--- config.mk ---
export PLATFORM = sky130hd
export DESIGN_NAME = scgc_top
export DESIGN_NICKNAME = d
export VERILOG_FILES = /design/src/scgc_top.v /design/src/scgc_div.v
export VERILOG_INCLUDE_DIRS = /design/src
export SDC_FILE = /design/constraint.sdc
export NUM_CORES = 1
export LEC_CHECK = 0
export BUFFER_PORTS_ARGS = -buffer_cell sky130_fd_sc_hd__buf_2
export CAP_MARGIN = 20
export CORE_ASPECT_RATIO = 1.5
export CORE_MARGIN = 2
export CORE_UTILIZATION = 29
export DETAILED_ROUTE_END_ITERATION = 12
export GPL_TIMING_DRIVEN = 0
export PLACE_DENSITY_LB_ADDON = 0.08
export SYNTH_ARGS = -nofsm -noshare
export SYNTH_HDL_FRONTEND = slang
export SYNTH_SLANG_ARGS = --single-unit
--- constraint.sdc ---
create_clock -name i_clk -period 2.7 [get_ports i_clk]
set_input_delay 0.54 -clock i_clk [delete_from_list [all_inputs] [get_ports i_clk]]
set_output_delay 0.54 -clock i_clk [all_outputs]
set_load 0.02 [all_outputs]
--- src/scgc_map.vh ---
`ifndef SCGC_MAP_VH
`define SCGC_MAP_VH

// Register byte offsets on the 8-bit register port.
`define SCGC_OFF_CTRL_FIRST   8'h06
`define SCGC_OFF_CTRL_SECOND  8'h07
`define SCGC_OFF_CTRL_THIRD   8'h09
`define SCGC_OFF_PROTECT      8'h0a
`define SCGC_OFF_STOP_DET     8'h0c
`define SCGC_OFF_FAST_OSC     8'h23

// Reset values.
`define SCGC_RST_CTRL_FIRST   8'h60
`define SCGC_RST_CTRL_SECOND  8'h20
`define SCGC_RST_CTRL_THIRD   8'h00
`define SCGC_RST_STOP_DET     8'h04
`define SCGC_RST_PROTECT      8'h00
`define SCGC_RST_FAST_OSC     8'h00

// sys_clock_ctrl_first fields.
`define SCGC_B_WAIT_PSTOP     2
`define SCGC_B_XTAL_STOP      5
`define SCGC_B_DIV8           6
// sys_clock_ctrl_second fields.
`define SCGC_B_ALL_STOP       0
`define SCGC_B_FB_OFF         1
`define SCGC_B_PIN_SW         3
`define SCGC_B_SLOW_STOP      4
`define SCGC_B_RSVD_ONE       5
`define SCGC_B_DIVF_LO        6
`define SCGC_B_DIVF_HI        7
// sys_clock_ctrl_third fields.
`define SCGC_B_WAIT_CTRL      0
`define SCGC_B_EXIT_NODIV     5
`define SCGC_B_EXIT_LO        6
`define SCGC_B_EXIT_HI        7
// osc_stop_detect_ctrl fields.
`define SCGC_B_DET_EN         0
`define SCGC_B_DET_IRQ        1
`define SCGC_B_SYS_SEL        2
`define SCGC_B_MONITOR        3
// write_protect_reg and fast oscillator control fields.
`define SCGC_B_UNLOCK         0
`define SCGC_B_FAST_ON        0
`define SCGC_B_FAST_SEL       1

// Exit clock selections.
`define SCGC_EXIT_KEEP        2'h0
`define SCGC_EXIT_FAST        2'h2
`define SCGC_EXIT_XTAL        2'h3

// Division as log2 of the ratio.
`define SCGC_LOG2_DIV8        3'h3
`define SCGC_LOG2_DIV16       3'h4

// Oscillator and CPU clock limits in kHz.
`define SCGC_FAST_OSC_KHZ     40000
`define SCGC_CPU_MAX_KHZ      20000

`endif

--- src/scgc_top.v ---
`include "scgc_map.vh"

module scgc_top (
    // Clock and reset.
    input  wire       i_clk,
    input  wire       i_rst,
    // Register port.
    input  wire [7:0] i_addr,
    input  wire [7:0] i_wdata,
    input  wire       i_we,
    input  wire       i_re,
    output reg  [7:0] o_rdata,
    // Events and straps.
    input  wire       i_periph_irq,
    input  wire       i_crystal_stopped,
    input  wire       i_count_source_protect_init,
    // CPU and peripheral clocking.
    output wire       o_cpu_clk_en,
    output reg        o_periph_clk_on,
    output reg        o_wait_mode,
    output reg        o_stop_mode,
    // Oscillator controls.
    output reg        o_crystal_buf_on,
    output reg        o_feedback_res_on,
    output reg        o_crystal_in_accept,
    output reg        o_port_pins_gpio,
    output reg        o_slow_osc_on,
    output reg        o_fast_osc_on,
    output reg        o_fast_osc_select,
    output reg        o_wdt_osc_on,
    output reg        o_sys_clk_onchip,
    // Oscillation stop interrupt request.
    output reg        o_osc_stop_irq
);

    // The fast oscillator can only ever be halved here; a source above twice the limit is not covered.
    localparam [2:0] FAST_PRE_LOG2 = (`SCGC_FAST_OSC_KHZ > `SCGC_CPU_MAX_KHZ) ? 3'h1 : 3'h0;
    // Whole reset bytes, so that single bits can be picked out by field position.
    localparam [7:0] RST_FIRST     = `SCGC_RST_CTRL_FIRST;
    localparam [7:0] RST_DETECT    = `SCGC_RST_STOP_DET;

    // sys_clock_ctrl_first.
    reg        wait_periph_clk_stop_q;
    reg        crystal_stop_q;
    reg        cpu_div_sel_first_q;
    // sys_clock_ctrl_second.
    reg        all_clock_stop_q;
    reg        feedback_res_off_q;
    reg        pin_osc_switch_q;
    reg        slow_int_osc_stop_q;
    reg  [1:0] cpu_div_field_q;
    // sys_clock_ctrl_third.
    reg        wait_control_q;
    reg        wait_exit_no_div_q;
    reg  [1:0] exit_clock_sel_q;
    // osc_stop_detect_ctrl.
    reg        stop_detect_enable_q;
    reg        stop_detect_irq_enable_q;
    reg        system_clock_select_q;
    reg        crystal_monitor_q;
    // write_protect_reg and fast oscillator control.
    reg        clock_reg_write_unlock_q;
    reg        fast_osc_on_q;
    reg        fast_osc_select_q;
    // Strap capture and event history.
    reg        strap_taken_q;
    reg        cspro_init_q;
    reg        detect_prev_q;

    wire       wr_first;
    wire       wr_second;
    wire       wr_third;
    wire       wr_detect;
    wire       wr_fast;
    wire       wr_protect;
    wire       unlock;
    wire       stop_enter;
    wire       wait_enter;
    wire       wake;
    wire       detect_armed;
    wire       detect_hit;
    wire       cpu_run;
    reg  [2:0] div_log2;
    reg  [7:0] rd_value;

    // Maps the division controls to log2 of the divide ratio.
    function [2:0] div_code;
        input       div8;
        input [1:0] field;
        begin
            if (div8) begin
                div_code = `SCGC_LOG2_DIV8;
            end else begin
                case (field)
                    2'h0:    div_code = 3'h0;
                    2'h1:    div_code = 3'h1;
                    2'h2:    div_code = 3'h2;
                    default: div_code = `SCGC_LOG2_DIV16;
                endcase
            end
        end
    endfunction

    assign unlock     = clock_reg_write_unlock_q;
    assign wr_first   = i_we && unlock && (i_addr == `SCGC_OFF_CTRL_FIRST);
    assign wr_second  = i_we && unlock && (i_addr == `SCGC_OFF_CTRL_SECOND);
    assign wr_third   = i_we && unlock && (i_addr == `SCGC_OFF_CTRL_THIRD);
    assign wr_detect  = i_we && unlock && (i_addr == `SCGC_OFF_STOP_DET);
    assign wr_fast    = i_we && unlock && (i_addr == `SCGC_OFF_FAST_OSC);
    assign wr_protect = i_we && (i_addr == `SCGC_OFF_PROTECT);

    assign stop_enter = wr_second && i_wdata[`SCGC_B_ALL_STOP] && !all_clock_stop_q;
    assign wait_enter = wr_third && i_wdata[`SCGC_B_WAIT_CTRL] && !wait_control_q;
    assign wake       = i_periph_irq && (wait_control_q || all_clock_stop_q);

    assign detect_armed = stop_detect_enable_q && stop_detect_irq_enable_q;
    assign detect_hit   = detect_armed && i_crystal_stopped;

    // CPU clock held in wait and stop
    assign cpu_run = !wait_control_q && !all_clock_stop_q;

    always @* begin
        div_log2 = div_code(cpu_div_sel_first_q, cpu_div_field_q);
        if (system_clock_select_q && fast_osc_select_q) begin
            div_log2 = div_log2 + FAST_PRE_LOG2;
        end
    end

    always @(posedge i_clk) begin
        if (i_rst) begin
            wait_periph_clk_stop_q   <= 1'b0;
            crystal_stop_q           <= RST_FIRST[`SCGC_B_XTAL_STOP];
            cpu_div_sel_first_q      <= RST_FIRST[`SCGC_B_DIV8];
            all_clock_stop_q         <= 1'b0;
            feedback_res_off_q       <= 1'b0;
            pin_osc_switch_q         <= 1'b0;
            slow_int_osc_stop_q      <= 1'b0;
            cpu_div_field_q          <= 2'h0;
            wait_control_q           <= 1'b0;
            wait_exit_no_div_q       <= 1'b0;
            exit_clock_sel_q         <= `SCGC_EXIT_KEEP;
            stop_detect_enable_q     <= 1'b0;
            stop_detect_irq_enable_q <= 1'b0;
            system_clock_select_q    <= RST_DETECT[`SCGC_B_SYS_SEL];
            clock_reg_write_unlock_q <= 1'b0;
            fast_osc_on_q            <= 1'b0;
            fast_osc_select_q        <= 1'b0;
        end else begin
            if (wr_protect) begin
                clock_reg_write_unlock_q <= i_wdata[`SCGC_B_UNLOCK];
            end
            if (wr_first) begin
                wait_periph_clk_stop_q <= i_wdata[`SCGC_B_WAIT_PSTOP];
                crystal_stop_q         <= i_wdata[`SCGC_B_XTAL_STOP];
                cpu_div_sel_first_q    <= i_wdata[`SCGC_B_DIV8];
            end
            if (wr_second) begin
                all_clock_stop_q   <= i_wdata[`SCGC_B_ALL_STOP];
                feedback_res_off_q <= i_wdata[`SCGC_B_FB_OFF];
                pin_osc_switch_q   <= pin_osc_switch_q | i_wdata[`SCGC_B_PIN_SW];
                slow_int_osc_stop_q <= i_wdata[`SCGC_B_SLOW_STOP] & !system_clock_select_q;
                cpu_div_field_q    <= {i_wdata[`SCGC_B_DIVF_HI], i_wdata[`SCGC_B_DIVF_LO]};
            end
            if (wr_third) begin
                wait_control_q     <= i_wdata[`SCGC_B_WAIT_CTRL];
                wait_exit_no_div_q <= i_wdata[`SCGC_B_EXIT_NODIV];
                exit_clock_sel_q   <= {i_wdata[`SCGC_B_EXIT_HI], i_wdata[`SCGC_B_EXIT_LO]};
            end
            if (wr_detect) begin
                stop_detect_enable_q     <= i_wdata[`SCGC_B_DET_EN];
                stop_detect_irq_enable_q <= i_wdata[`SCGC_B_DET_IRQ];
                system_clock_select_q    <= i_wdata[`SCGC_B_SYS_SEL] | crystal_monitor_q;
            end
            if (wr_fast) begin
                fast_osc_on_q     <= i_wdata[`SCGC_B_FAST_ON];
                fast_osc_select_q <= i_wdata[`SCGC_B_FAST_SEL];
            end
            if (stop_enter) begin
                cpu_div_sel_first_q <= 1'b1;
            end
            if (wait_enter && i_wdata[`SCGC_B_EXIT_NODIV]) begin
                cpu_div_sel_first_q <= 1'b0;
                cpu_div_field_q     <= 2'h0;
            end
            if (wake) begin
                wait_control_q   <= 1'b0;
                all_clock_stop_q <= 1'b0;
                case (exit_clock_sel_q)
                    `SCGC_EXIT_FAST: begin
                        system_clock_select_q <= 1'b1;
                        fast_osc_on_q         <= 1'b1;
                        fast_osc_select_q     <= 1'b1;
                    end
                    `SCGC_EXIT_XTAL: begin
                        crystal_stop_q        <= 1'b0;
                        pin_osc_switch_q      <= 1'b1;
                        system_clock_select_q <= 1'b0;
                    end
                    default: begin
                        system_clock_select_q <= system_clock_select_q;
                    end
                endcase
            end
            if (detect_hit) begin
                system_clock_select_q <= 1'b1;
            end
            if (system_clock_select_q) begin
                slow_int_osc_stop_q <= 1'b0;
            end
        end
    end

    // The strap is sampled once, on the first edge after reset is released.
    always @(posedge i_clk) begin
        if (i_rst) begin
            strap_taken_q <= 1'b0;
            cspro_init_q  <= 1'b1;
        end else if (!strap_taken_q) begin
            strap_taken_q <= 1'b1;
            cspro_init_q  <= i_count_source_protect_init;
        end
    end

    // Monitor and interrupt request.
    always @(posedge i_clk) begin
        if (i_rst) begin
            crystal_monitor_q <= 1'b0;
            detect_prev_q     <= 1'b0;
            o_osc_stop_irq    <= 1'b0;
        end else begin
            crystal_monitor_q <= (stop_detect_enable_q | stop_detect_irq_enable_q) & i_crystal_stopped;
            detect_prev_q     <= detect_hit;
            o_osc_stop_irq    <= detect_hit & !detect_prev_q;
        end
    end

    always @* begin
        rd_value = 8'h00;
        case (i_addr)
            `SCGC_OFF_CTRL_FIRST: begin
                rd_value[`SCGC_B_WAIT_PSTOP] = wait_periph_clk_stop_q;
                rd_value[`SCGC_B_XTAL_STOP]  = crystal_stop_q;
                rd_value[`SCGC_B_DIV8]       = cpu_div_sel_first_q;
            end
            `SCGC_OFF_CTRL_SECOND: begin
                rd_value[`SCGC_B_ALL_STOP]  = all_clock_stop_q;
                rd_value[`SCGC_B_FB_OFF]    = feedback_res_off_q;
                rd_value[`SCGC_B_PIN_SW]    = pin_osc_switch_q;
                rd_value[`SCGC_B_SLOW_STOP] = slow_int_osc_stop_q;
                rd_value[`SCGC_B_RSVD_ONE]  = 1'b1;
                rd_value[`SCGC_B_DIVF_LO]   = cpu_div_field_q[0];
                rd_value[`SCGC_B_DIVF_HI]   = cpu_div_field_q[1];
            end
            `SCGC_OFF_CTRL_THIRD: begin
                rd_value[`SCGC_B_WAIT_CTRL]  = wait_control_q;
                rd_value[`SCGC_B_EXIT_NODIV] = wait_exit_no_div_q;
                rd_value[`SCGC_B_EXIT_LO]    = exit_clock_sel_q[0];
                rd_value[`SCGC_B_EXIT_HI]    = exit_clock_sel_q[1];
            end
            `SCGC_OFF_STOP_DET: begin
                rd_value[`SCGC_B_DET_EN]  = stop_detect_enable_q;
                rd_value[`SCGC_B_DET_IRQ] = stop_detect_irq_enable_q;
                rd_value[`SCGC_B_SYS_SEL] = system_clock_select_q;
                rd_value[`SCGC_B_MONITOR] = crystal_monitor_q;
            end
            `SCGC_OFF_PROTECT: begin
                rd_value[`SCGC_B_UNLOCK] = clock_reg_write_unlock_q;
            end
            `SCGC_OFF_FAST_OSC: begin
                rd_value[`SCGC_B_FAST_ON]  = fast_osc_on_q;
                rd_value[`SCGC_B_FAST_SEL] = fast_osc_select_q;
            end
            default: begin
                rd_value = 8'h00;
            end
        endcase
    end

    // Outputs are registered, so every pin lags its control bit by one cycle.
    always @(posedge i_clk) begin
        if (i_rst) begin
            o_rdata             <= 8'h00;
            o_periph_clk_on     <= 1'b1;
            o_wait_mode         <= 1'b0;
            o_stop_mode         <= 1'b0;
            o_crystal_buf_on    <= 1'b0;
            o_feedback_res_on   <= 1'b1;
            o_crystal_in_accept <= 1'b0;
            o_port_pins_gpio    <= 1'b1;
            o_slow_osc_on       <= 1'b1;
            o_fast_osc_on       <= 1'b0;
            o_fast_osc_select   <= 1'b0;
            o_wdt_osc_on        <= 1'b0;
            o_sys_clk_onchip    <= 1'b1;
        end else begin
            if (i_re) begin
                o_rdata <= rd_value;
            end
            o_periph_clk_on     <= !all_clock_stop_q && !(wait_control_q && wait_periph_clk_stop_q);
            o_wait_mode         <= wait_control_q;
            o_stop_mode         <= all_clock_stop_q;
            o_crystal_buf_on    <= !crystal_stop_q && !all_clock_stop_q && pin_osc_switch_q;
            o_crystal_in_accept <= pin_osc_switch_q;
            o_feedback_res_on   <= !feedback_res_off_q && !all_clock_stop_q && pin_osc_switch_q;
            o_port_pins_gpio    <= crystal_stop_q && !pin_osc_switch_q;
            o_slow_osc_on       <= !slow_int_osc_stop_q && !all_clock_stop_q;
            o_fast_osc_on       <= fast_osc_on_q && !all_clock_stop_q;
            o_fast_osc_select   <= fast_osc_select_q;
            o_wdt_osc_on        <= strap_taken_q && !cspro_init_q;
            o_sys_clk_onchip    <= system_clock_select_q;
        end
    end

    scgc_div #(
        .CNT_W (5)
    ) u_cpu_div (
        .i_clk  (i_clk),
        .i_rst  (i_rst),
        .i_run  (cpu_run),
        .i_log2 (div_log2),
        .o_tick (o_cpu_clk_en)
    );

endmodule // scgc_top

--- src/scgc_div.v ---
// Clock-enable divider: one tick every 2**i_log2 cycles while running, for i_log2 up to CNT_W; above that the period stays 2**CNT_W.
module scgc_div #(
    parameter CNT_W = 5
) (
    // Clock and reset.
    input  wire             i_clk,
    input  wire             i_rst,
    // Control.
    input  wire             i_run,
    input  wire [2:0]       i_log2,
    // Enable pulse.
    output reg              o_tick
);

    reg  [CNT_W-1:0] cnt_q;
    wire [CNT_W:0]   span;
    wire [CNT_W-1:0] limit;

    assign span  = {{CNT_W{1'b0}}, 1'b1} << i_log2;
    // A span of exactly 2**CNT_W wraps to zero and the decrement yields all ones.
    assign limit = span[CNT_W-1:0] - {{(CNT_W-1){1'b0}}, 1'b1};

    always @(posedge i_clk) begin
        if (i_rst || !i_run) begin
            cnt_q  <= {CNT_W{1'b0}};
            o_tick <= 1'b0;
        end else if (cnt_q >= limit) begin
            cnt_q  <= {CNT_W{1'b0}};
            o_tick <= 1'b1;
        end else begin
            cnt_q  <= cnt_q + {{(CNT_W-1){1'b0}}, 1'b1};
            o_tick <= 1'b0;
        end
    end

endmodule // scgc_div

==> results_dict.tcl, run 1 <==
set metrics [dict create \
    drt-initial-drc-count 56 \
    hold_viol_final 0 \
    rsz0062_at_grt "true" \
    r2r-end "u_cpu_div.cnt_q[4]" \
    setup_viol 5 \
    crit_fanout 5 \
    globalplace.congestion 0.887 \
    yosys_warnings 0 \
    power.leakage_uw 0.00127 \
    synth_seq_area_share 0.428 \
    crit_type "reg -> reg" \
    die_height_um 114 \
    violations "negative setup slack" \
    die_area_um2 8800 \
    post-dp-hpwl_um 4800 \
    cp.required_ns 2.94 \
    cp-end-kind "flip-flop" \
    firstDrtPassIters 4 \
    synth_edf_count 0 \
    cts_tree "yes" \
    clkLatencyLatePin_ns 0.29 \
    cts-buffers-inserted 5 \
    area_growth_pct 29.7 \
    rr_worst_depth 15 \
    stdcell_area_um2 3030 \
    yosys.area_share.simple 0.254 \
    finClkSkew_ns 0.00416 \
    vias_per_cell 4.82 \
    power_uw 1590 \
    max_freq_ghz 0.363 \
    syn_area_per_cell_um2 8.98 \
    fin_util 0.383 \
    placed_area_um2 2700 \
    ys_ff_latch 50 \
    drive_gt1_frac 0.308 \
    startpoint_type "flip-flop" \
    tightest_slew_ns 0.584 \
    vdd_drop_max_uv 317 \
    synthesis.area_um2 2340 \
    synthMuxAreaShare 0.0734 \
    htree_levels 2 \
    io_buffers 44 \
    overflow 0 \
    wl_per_cell_um 14.9 \
    cts_hold_buf 0 \
    synth_cell_types 51 \
    synth_cells 260 \
    outcome "finished with violations" \
    synth_compound_area_frac 0.132 \
    root_buffer "clkbuf_16" \
    layout.nets 351 \
    wirelength_um 6340 \
    ys_async_sr_fraction 0 \
    ctsLongestPathBuffers 2 \
    ant_nets 0 \
    grt_usage 0.155 \
    start_util 0.295 \
    synth_xor_area_frac 0.0262 \
    rows 40 \
    antenna_found_initial 0 \
    cts_num_sinks 50 \
    insertedDiodeCount 0 \
    synth_top_family_by_area "simple AND/OR/NAND/NOR gates" \
    post-route-drc-count 0 \
    io_pins 45 \
    vias 2055 \
    slew_violations 0 \
    grt_pass1_wl_um 10500 \
    setup_ws_ns -0.0527 \
    first_global_vias 2080 \
    holdCritPathClass "reg -> reg" \
    clk_pin_slew_ns 0.07 \
    rrSetupSlack_ns -0.05 \
    min_period_over_period 1.02 \
    whs_path_depth 1 \
    fill_cells 881 \
    hold_end "o_osc_stop_irq" \
    grt_max_degree 18 \
    cp.arrival_ns 2.99 \
    rr_startpoint "cpu_div_field_q[0]" \
    die_x_um 77.3 \
    min-delay-start "detect_prev_q" \
    setup_tns_ns -0.213 \
    slew_headroom 0.611 \
    coreArea_um2 7910 \
    syn-num-nets 291 \
    maxCapViolCount 0 \
    synthAdderAreaFrac 0.0428 \
    synthFlopType "dfxtp_1" \
    power_density_nw_per_um2 526 \
    fin_crit_ns 2.75 \
]
-- worst max-delay path by stage --
stage | start | to | depth (start not counted)
global placement | cpu_div_field_q[1] | u_cpu_div.cnt_q[3] | 16
floorplan | cpu_div_field_q[1] | u_cpu_div.cnt_q[2] | 16
CTS | cpu_div_field_q[0] | u_cpu_div.cnt_q[4] | 15
global route | cpu_div_field_q[0] | u_cpu_div.cnt_q[1] | 15
detailed placement | cpu_div_field_q[1] | u_cpu_div.cnt_q[4] | 16
finish | cpu_div_field_q[0] | u_cpu_div.cnt_q[4] | 15
-- metrics by stage --
step | hold slack [ns] | cells | setup slack [ns]
after floorplan | 0.376 | 260 | 0.00787
after global placement | 0.382 | 409 | -0.312
after detailed placement | 0.386 | 409 | -0.356
after CTS | 0.399 | 426 | -0.0274
after global routing | 0.414 | 426 | -0.201
final | 0.396 | 426 | -0.0527
-- synthesized netlist by cell type, drive strengths merged (4+ instances only) --
cell type	count	share of area
dfxtp	50	0.43
nor2	29	0.048
nand2	18	0.029
a21oi	17	0.036
mux2i	16	0.069
inv	12	0.019
nor3	12	0.028
o21ai	9	0.019
ha	8	0.043
nand3	8	0.017
nand4	7	0.021
nand2b	6	0.016
a21o	5	0.016
buf	5	0.015
clkbuf	5	0.0086
nor2b	5	0.013
and3	4	0.012
o31ai	4	0.013
xor2	4	0.015
-- repair_timing --
action,4_1_cts,5_1_grt
gates resized for setup,18,5
hold endpoints to repair,0,0
setup endpoints to repair,6,6
pin swaps,14,4
gates cloned,0,0
setup buffers,9,0
-- metal layers --
layer | up-vias | track usage | wire length, µm
met5 | - | 0 | 0
met4 | 0 | 0.0810 | 233
met2 | 54 | 0.276 | 3220
met1 | 949 | 0.174 | 2580
met3 | 14 | 0.0309 | 304
li1 | 1038 | - | -
-- worst max-delay path, stage by stage, from the launching register on --
cell and delay (ns):
dfxtp_4 0.38, inv_2 0.04, a21o_1 0.16, ha_1 0.28
mux2_4 0.29, nor2_4 0.11, nand2_2 0.09, ha_4 0.19
inv_2 0.06, buf_4 0.09, buf_4 0.10, xnor2_2 0.06
ha_1 0.29, a21o_1 0.20, o21a_2 0.25, nor2_1 0.11
-- kinds of logic (layout without fill, tap and decap cells) --
logic type               count (synthesis)  after routing
flip-flops                              50             50
XOR/XNOR                                 7              7
adder cells (fa/ha/maj)                  8              8
AO/OA/AOI/OAI                           48             48
multiplexers                            17             17
buffers and inverters                   22             83
AND/OR/NAND/NOR                        108            108
-- state kept, by name, summed over array words and instances (netlist names), 2 cells and up --
name              cells
cpu_div_field_q       2
u_cpu_div.cnt_q       5
o_rdata               8
exit_clock_sel_q      2
-- layout by cell type (no fill, tap or decap), types with 7 or more instances in the layout --
cell type,Yosys,layout
nor3_1,11,11
nand3_1,8,7
nand2_1,18,16
nor2_1,28,27
inv_1,12,8
o21ai_0,9,8
mux2i_1,16,16
buf_4,0,8
dfxtp_1,50,47
buf_2,1,45
a21oi_1,17,16
-- where the power goes --
group | switching [µW] | leakage, µW | internal, µW | total, µW
Sequential | 6.88 | 0.000406 | 745 | 751
Clock | 297 | 0.0000844 | 442 | 739
Combinational | 64.4 | 0.000775 | 39.8 | 104
-- area by class of cell --
cell class	instances	area, µm²	share of cell area
sequential	50	1010	0.333
multi-input combinational	188	1330	0.437
buffer	10	55.1	0.0182
clock buffer	5	125	0.0413
timing repair buffer	53	292	0.0962
tap	105	131	0.0434
inverter	12	45.0	0.0149
clock inverter	3	47.5	0.0157
No activity file was read; power rests on OpenSTA's default activity.
==> run 2, diff against run 1 <==
--- a/config.mk
+++ b/config.mk
@@ -6,6 +6,7 @@
 export SDC_FILE = /design/constraint.sdc
 export NUM_CORES = 1
 export LEC_CHECK = 0
+export ABC_AREA = 1
 export BUFFER_PORTS_ARGS = -buffer_cell sky130_fd_sc_hd__buf_2
 export CAP_MARGIN = 20
 export CORE_ASPECT_RATIO = 1.5
==> run 2 against run 1 <==
  * The flow now finishes without violations
  * Utilization decreased by 0.26 points
  * Worst setup slack better by 0.18 ns
  * Register-to-register slack gained 0.18 ns
  * Clock power shrank 12%
  * Fmax is 7.2% higher
  * Die area up 0.77%
  * Worst hold slack gained 0.0015 ns
  * Largest power group unchanged
==> results_dict.tcl, run 2 <==
set metrics [dict create \
    synth_cell_types 32 \
    wl_per_cell_um 13.9 \
    rrSetupSlack_ns 0.13 \
    synth_xor_area_frac 0.0218 \
    crit_path_frequent_cell "ha_4" \
    placed_area_um2 2710 \
    grt.busiest_layer "met2" \
    crit_fanout 5 \
    yosys_warnings 0 \
    cts_tree "yes" \
    start_util 0.296 \
    fin_crit_ns 2.57 \
    firstDrtPassIters 4 \
    clk_pin_slew_ns 0.07 \
    globalplace.congestion 0.781 \
    rows 40 \
    yosysTopAreaCellShare 0.425 \
    clkLatencyLatePin_ns 0.30 \
    cp.required_ns 2.93 \
    antenna_found_initial 0 \
    die_area_um2 8870 \
    r2r-end "u_cpu_div.cnt_q[0]" \
    synthFlopType "dfxtp_1" \
    min_period_over_period 0.951 \
    switchingPower_uw 358 \
    synth_compound_area_frac 0.0967 \
    cp_top_family "simple AND/OR/NAND/NOR gates" \
    crit_chain "o21ai_4 -> ha_4 -> inv_2 -> nor2_4 -> xnor2_2 -> inv_1 -> nand3_2 -> ha_4 -> inv_2 -> o21ai_2 -> nand2_2 -> ha_4 -> a21oi_2 -> o21a_1 -> nand4_1 -> nor2_1" \
    cp.arrival_ns 2.80 \
    area_growth_pct 28.6 \
    ys_async_sr_fraction 0 \
    vdd_drop_max_uv 223 \
    crit_start "cpu_div_field_q[1]" \
    grt_usage 0.160 \
    p_comb_frac 0.072 \
    power_frac_seq 0.501 \
    met3_usage 0.0252 \
    dp_cells 470 \
    cts_num_sinks 50 \
    synth_common_cells "65 x nand2_1, 50 x dfxtp_1, 40 x nor2_1, 37 x inv_1, 32 x nand3_1" \
    drt-initial-drc-count 68 \
    cp-end-kind "flip-flop" \
    post-dp-hpwl_um 5150 \
    htree_levels 2 \
    wirelength_um 6770 \
    crit_cells 16 \
    largest_reg_flops 8 \
    cpPeakStageDelay_ns 0.37 \
    first_global_vias 2173 \
    vias_per_cell 4.69 \
    ctsLongestPathBuffers 2 \
    insertedDiodeCount 0 \
    layout.nets 411 \
    setup_tns_ns 0 \
    root_buffer "clkbuf_16" \
    drive_gt1_frac 0.270 \
    stdcell_area_um2 3030 \
    yosys.area_share.simple 0.336 \
    overflow 0 \
    synthAdderAreaFrac 0.0425 \
    ant_nets 0 \
    switching_share 0.237 \
    synth_top_family_by_area "simple AND/OR/NAND/NOR gates" \
    synth_edf_count 0 \
    yosysTopAreaCell "dfxtp_1" \
    outcome "complete, no violations" \
    top_register "o_rdata" \
    setup_viol 0 \
    holdCritPathClass "reg -> reg" \
    largestRegisters "o_rdata x8, u_cpu_div.cnt_q x5" \
    syn-num-nets 352 \
    final_cell_mix "62 x nand2_1, 47 x dfxtp_1, 44 x buf_2" \
    syn_area_per_cell_um2 7.34 \
    rsz0062_at_grt "true" \
    slew_violations 0 \
    vias 2281 \
    holdWs_ns 0.397 \
    synth_cells 321 \
    rr_startpoint "cpu_div_field_q[1]" \
    maxCapViolCount 0 \
    grt_pass1_wl_um 10800 \
    layout_commonest_cell "nand2_1" \
    fill_cells 886 \
    path_buf_inv 3 \
    die_x_um 77.6 \
    p_clk_frac 0.428 \
    cts_hold_buf 0 \
    cp-endpoint "u_cpu_div.cnt_q[0]" \
    tightest_slew_ns 0.563 \
    startpoint_type "flip-flop" \
    cts-buffers-inserted 5 \
    ys_ff_latch 50 \
    use_met2 0.311 \
    p_int_uw 1160 \
    crit_slowest_cell "dfxtp_4" \
    synthesis.area_um2 2350 \
    finClkSkew_ns 0.00592 \
    io_buffers 44 \
    coreArea_um2 7960 \
    synthMuxAreaShare 0 \
    rr_worst_depth 16 \
    synthTopCellsByArea "dfxtp_1 43%, nand2_1 10%, nand3_1 6.8%, nor2_1 6.4%, inv_1 5.9%" \
    fin_cells 486 \
    die_height_um 114 \
    synth_most_common_cell "nand2_1" \
    post-route-drc-count 0 \
    power.leakage_uw 0.00134 \
    slew_headroom 0.625 \
    max_freq_ghz 0.389 \
    io_pins 45 \
    power_density_nw_per_um2 500 \
    crit_type "reg -> reg" \
    synth_seq_area_share 0.425 \
    hold_viol_final 0 \
    grt_max_degree 15 \
    met1_usage 0.164 \
]
[run 2: changes by cell type in the layout (fill, tap and decap cells not counted), moves of 6 or more]
cell	previous run	this run
nand3_1	7	31
mux2i_1	16	0
nand2_1	16	62
nand4_1	6	12
inv_1	8	33
nand2b_1	6	0
nor3_1	11	3
nor2_1	27	39
[run 2: how the worst min path moves through the flow]
stage / startpoint / endpoint / slack, ns / cells after the start
3_5_place_dp: cspro_init_q / o_wdt_osc_on / 0.39 / 1
4_1_cts: cspro_init_q / o_wdt_osc_on / 0.40 / 1
5_1_grt: detect_prev_q / o_osc_stop_irq / 0.42 / 1
6_report: cspro_init_q / o_wdt_osc_on / 0.40 / 1
3_3_place_gp: detect_prev_q / o_osc_stop_irq / 0.39 / 1
2_1_floorplan: detect_prev_q / o_osc_stop_irq / 0.38 / 1
[run 2: power groups by stage]
stage          combinational, µW  clock [µW]  sequential (µW)
5_1_grt                      124         691              759
3_5_place_dp                 110           0              775
4_1_cts                      110         662              759
2_1_floorplan               54.5           0              780
3_3_place_gp                 109           0              775
6_report                     109         647              758
[run 2: logic make-up after synthesis]
logic type                 count (synthesis)
AOI/OAI and AO/OA                         41
DFF                                       50
adders and majority gates                  8
buffers and inverters                     47
xor gates and xnor gates                   5
and+or+nand+nor                          170
[run 2: area by class of cell]
type,count,area (µm²),area share
clock inverter,1,5.00,0.00165
timing repair buffer,52,280,0.0925
multi-input combinational,224,1280,0.422
inverter,40,154,0.0508
sequential,50,1010,0.333
clock buffer,7,143,0.0471
tap,105,131,0.0434
buffer,7,31.3,0.0103
[run 2: what timing repair did]
action,in CTS,in global routing
gates cloned,0,0
pin swaps,5,16
setup buffers,4,4
setup endpoints to repair,6,5
gates resized for setup,10,18
[run 2: metrics by stage]
step / setup slack [ns] / util / power, µW
after floorplan: 0.128 / - / 834
after global placement: -0.292 / 0.340 / 884
after detailed placement: -0.364 / 0.340 / 885
after CTS: 0.00439 / 0.366 / 1530
after global routing: -0.0726 / 0.381 / 1570
final: 0.131 / 0.381 / 1510
[run 2: per-layer routing]
metal / vias to the layer above / wire length, µm
met5: - / 0
met4: 0 / 197
met3: 11 / 219
met2: 48 / 3770
met1: 1062 / 2590
li1: 1160 / -
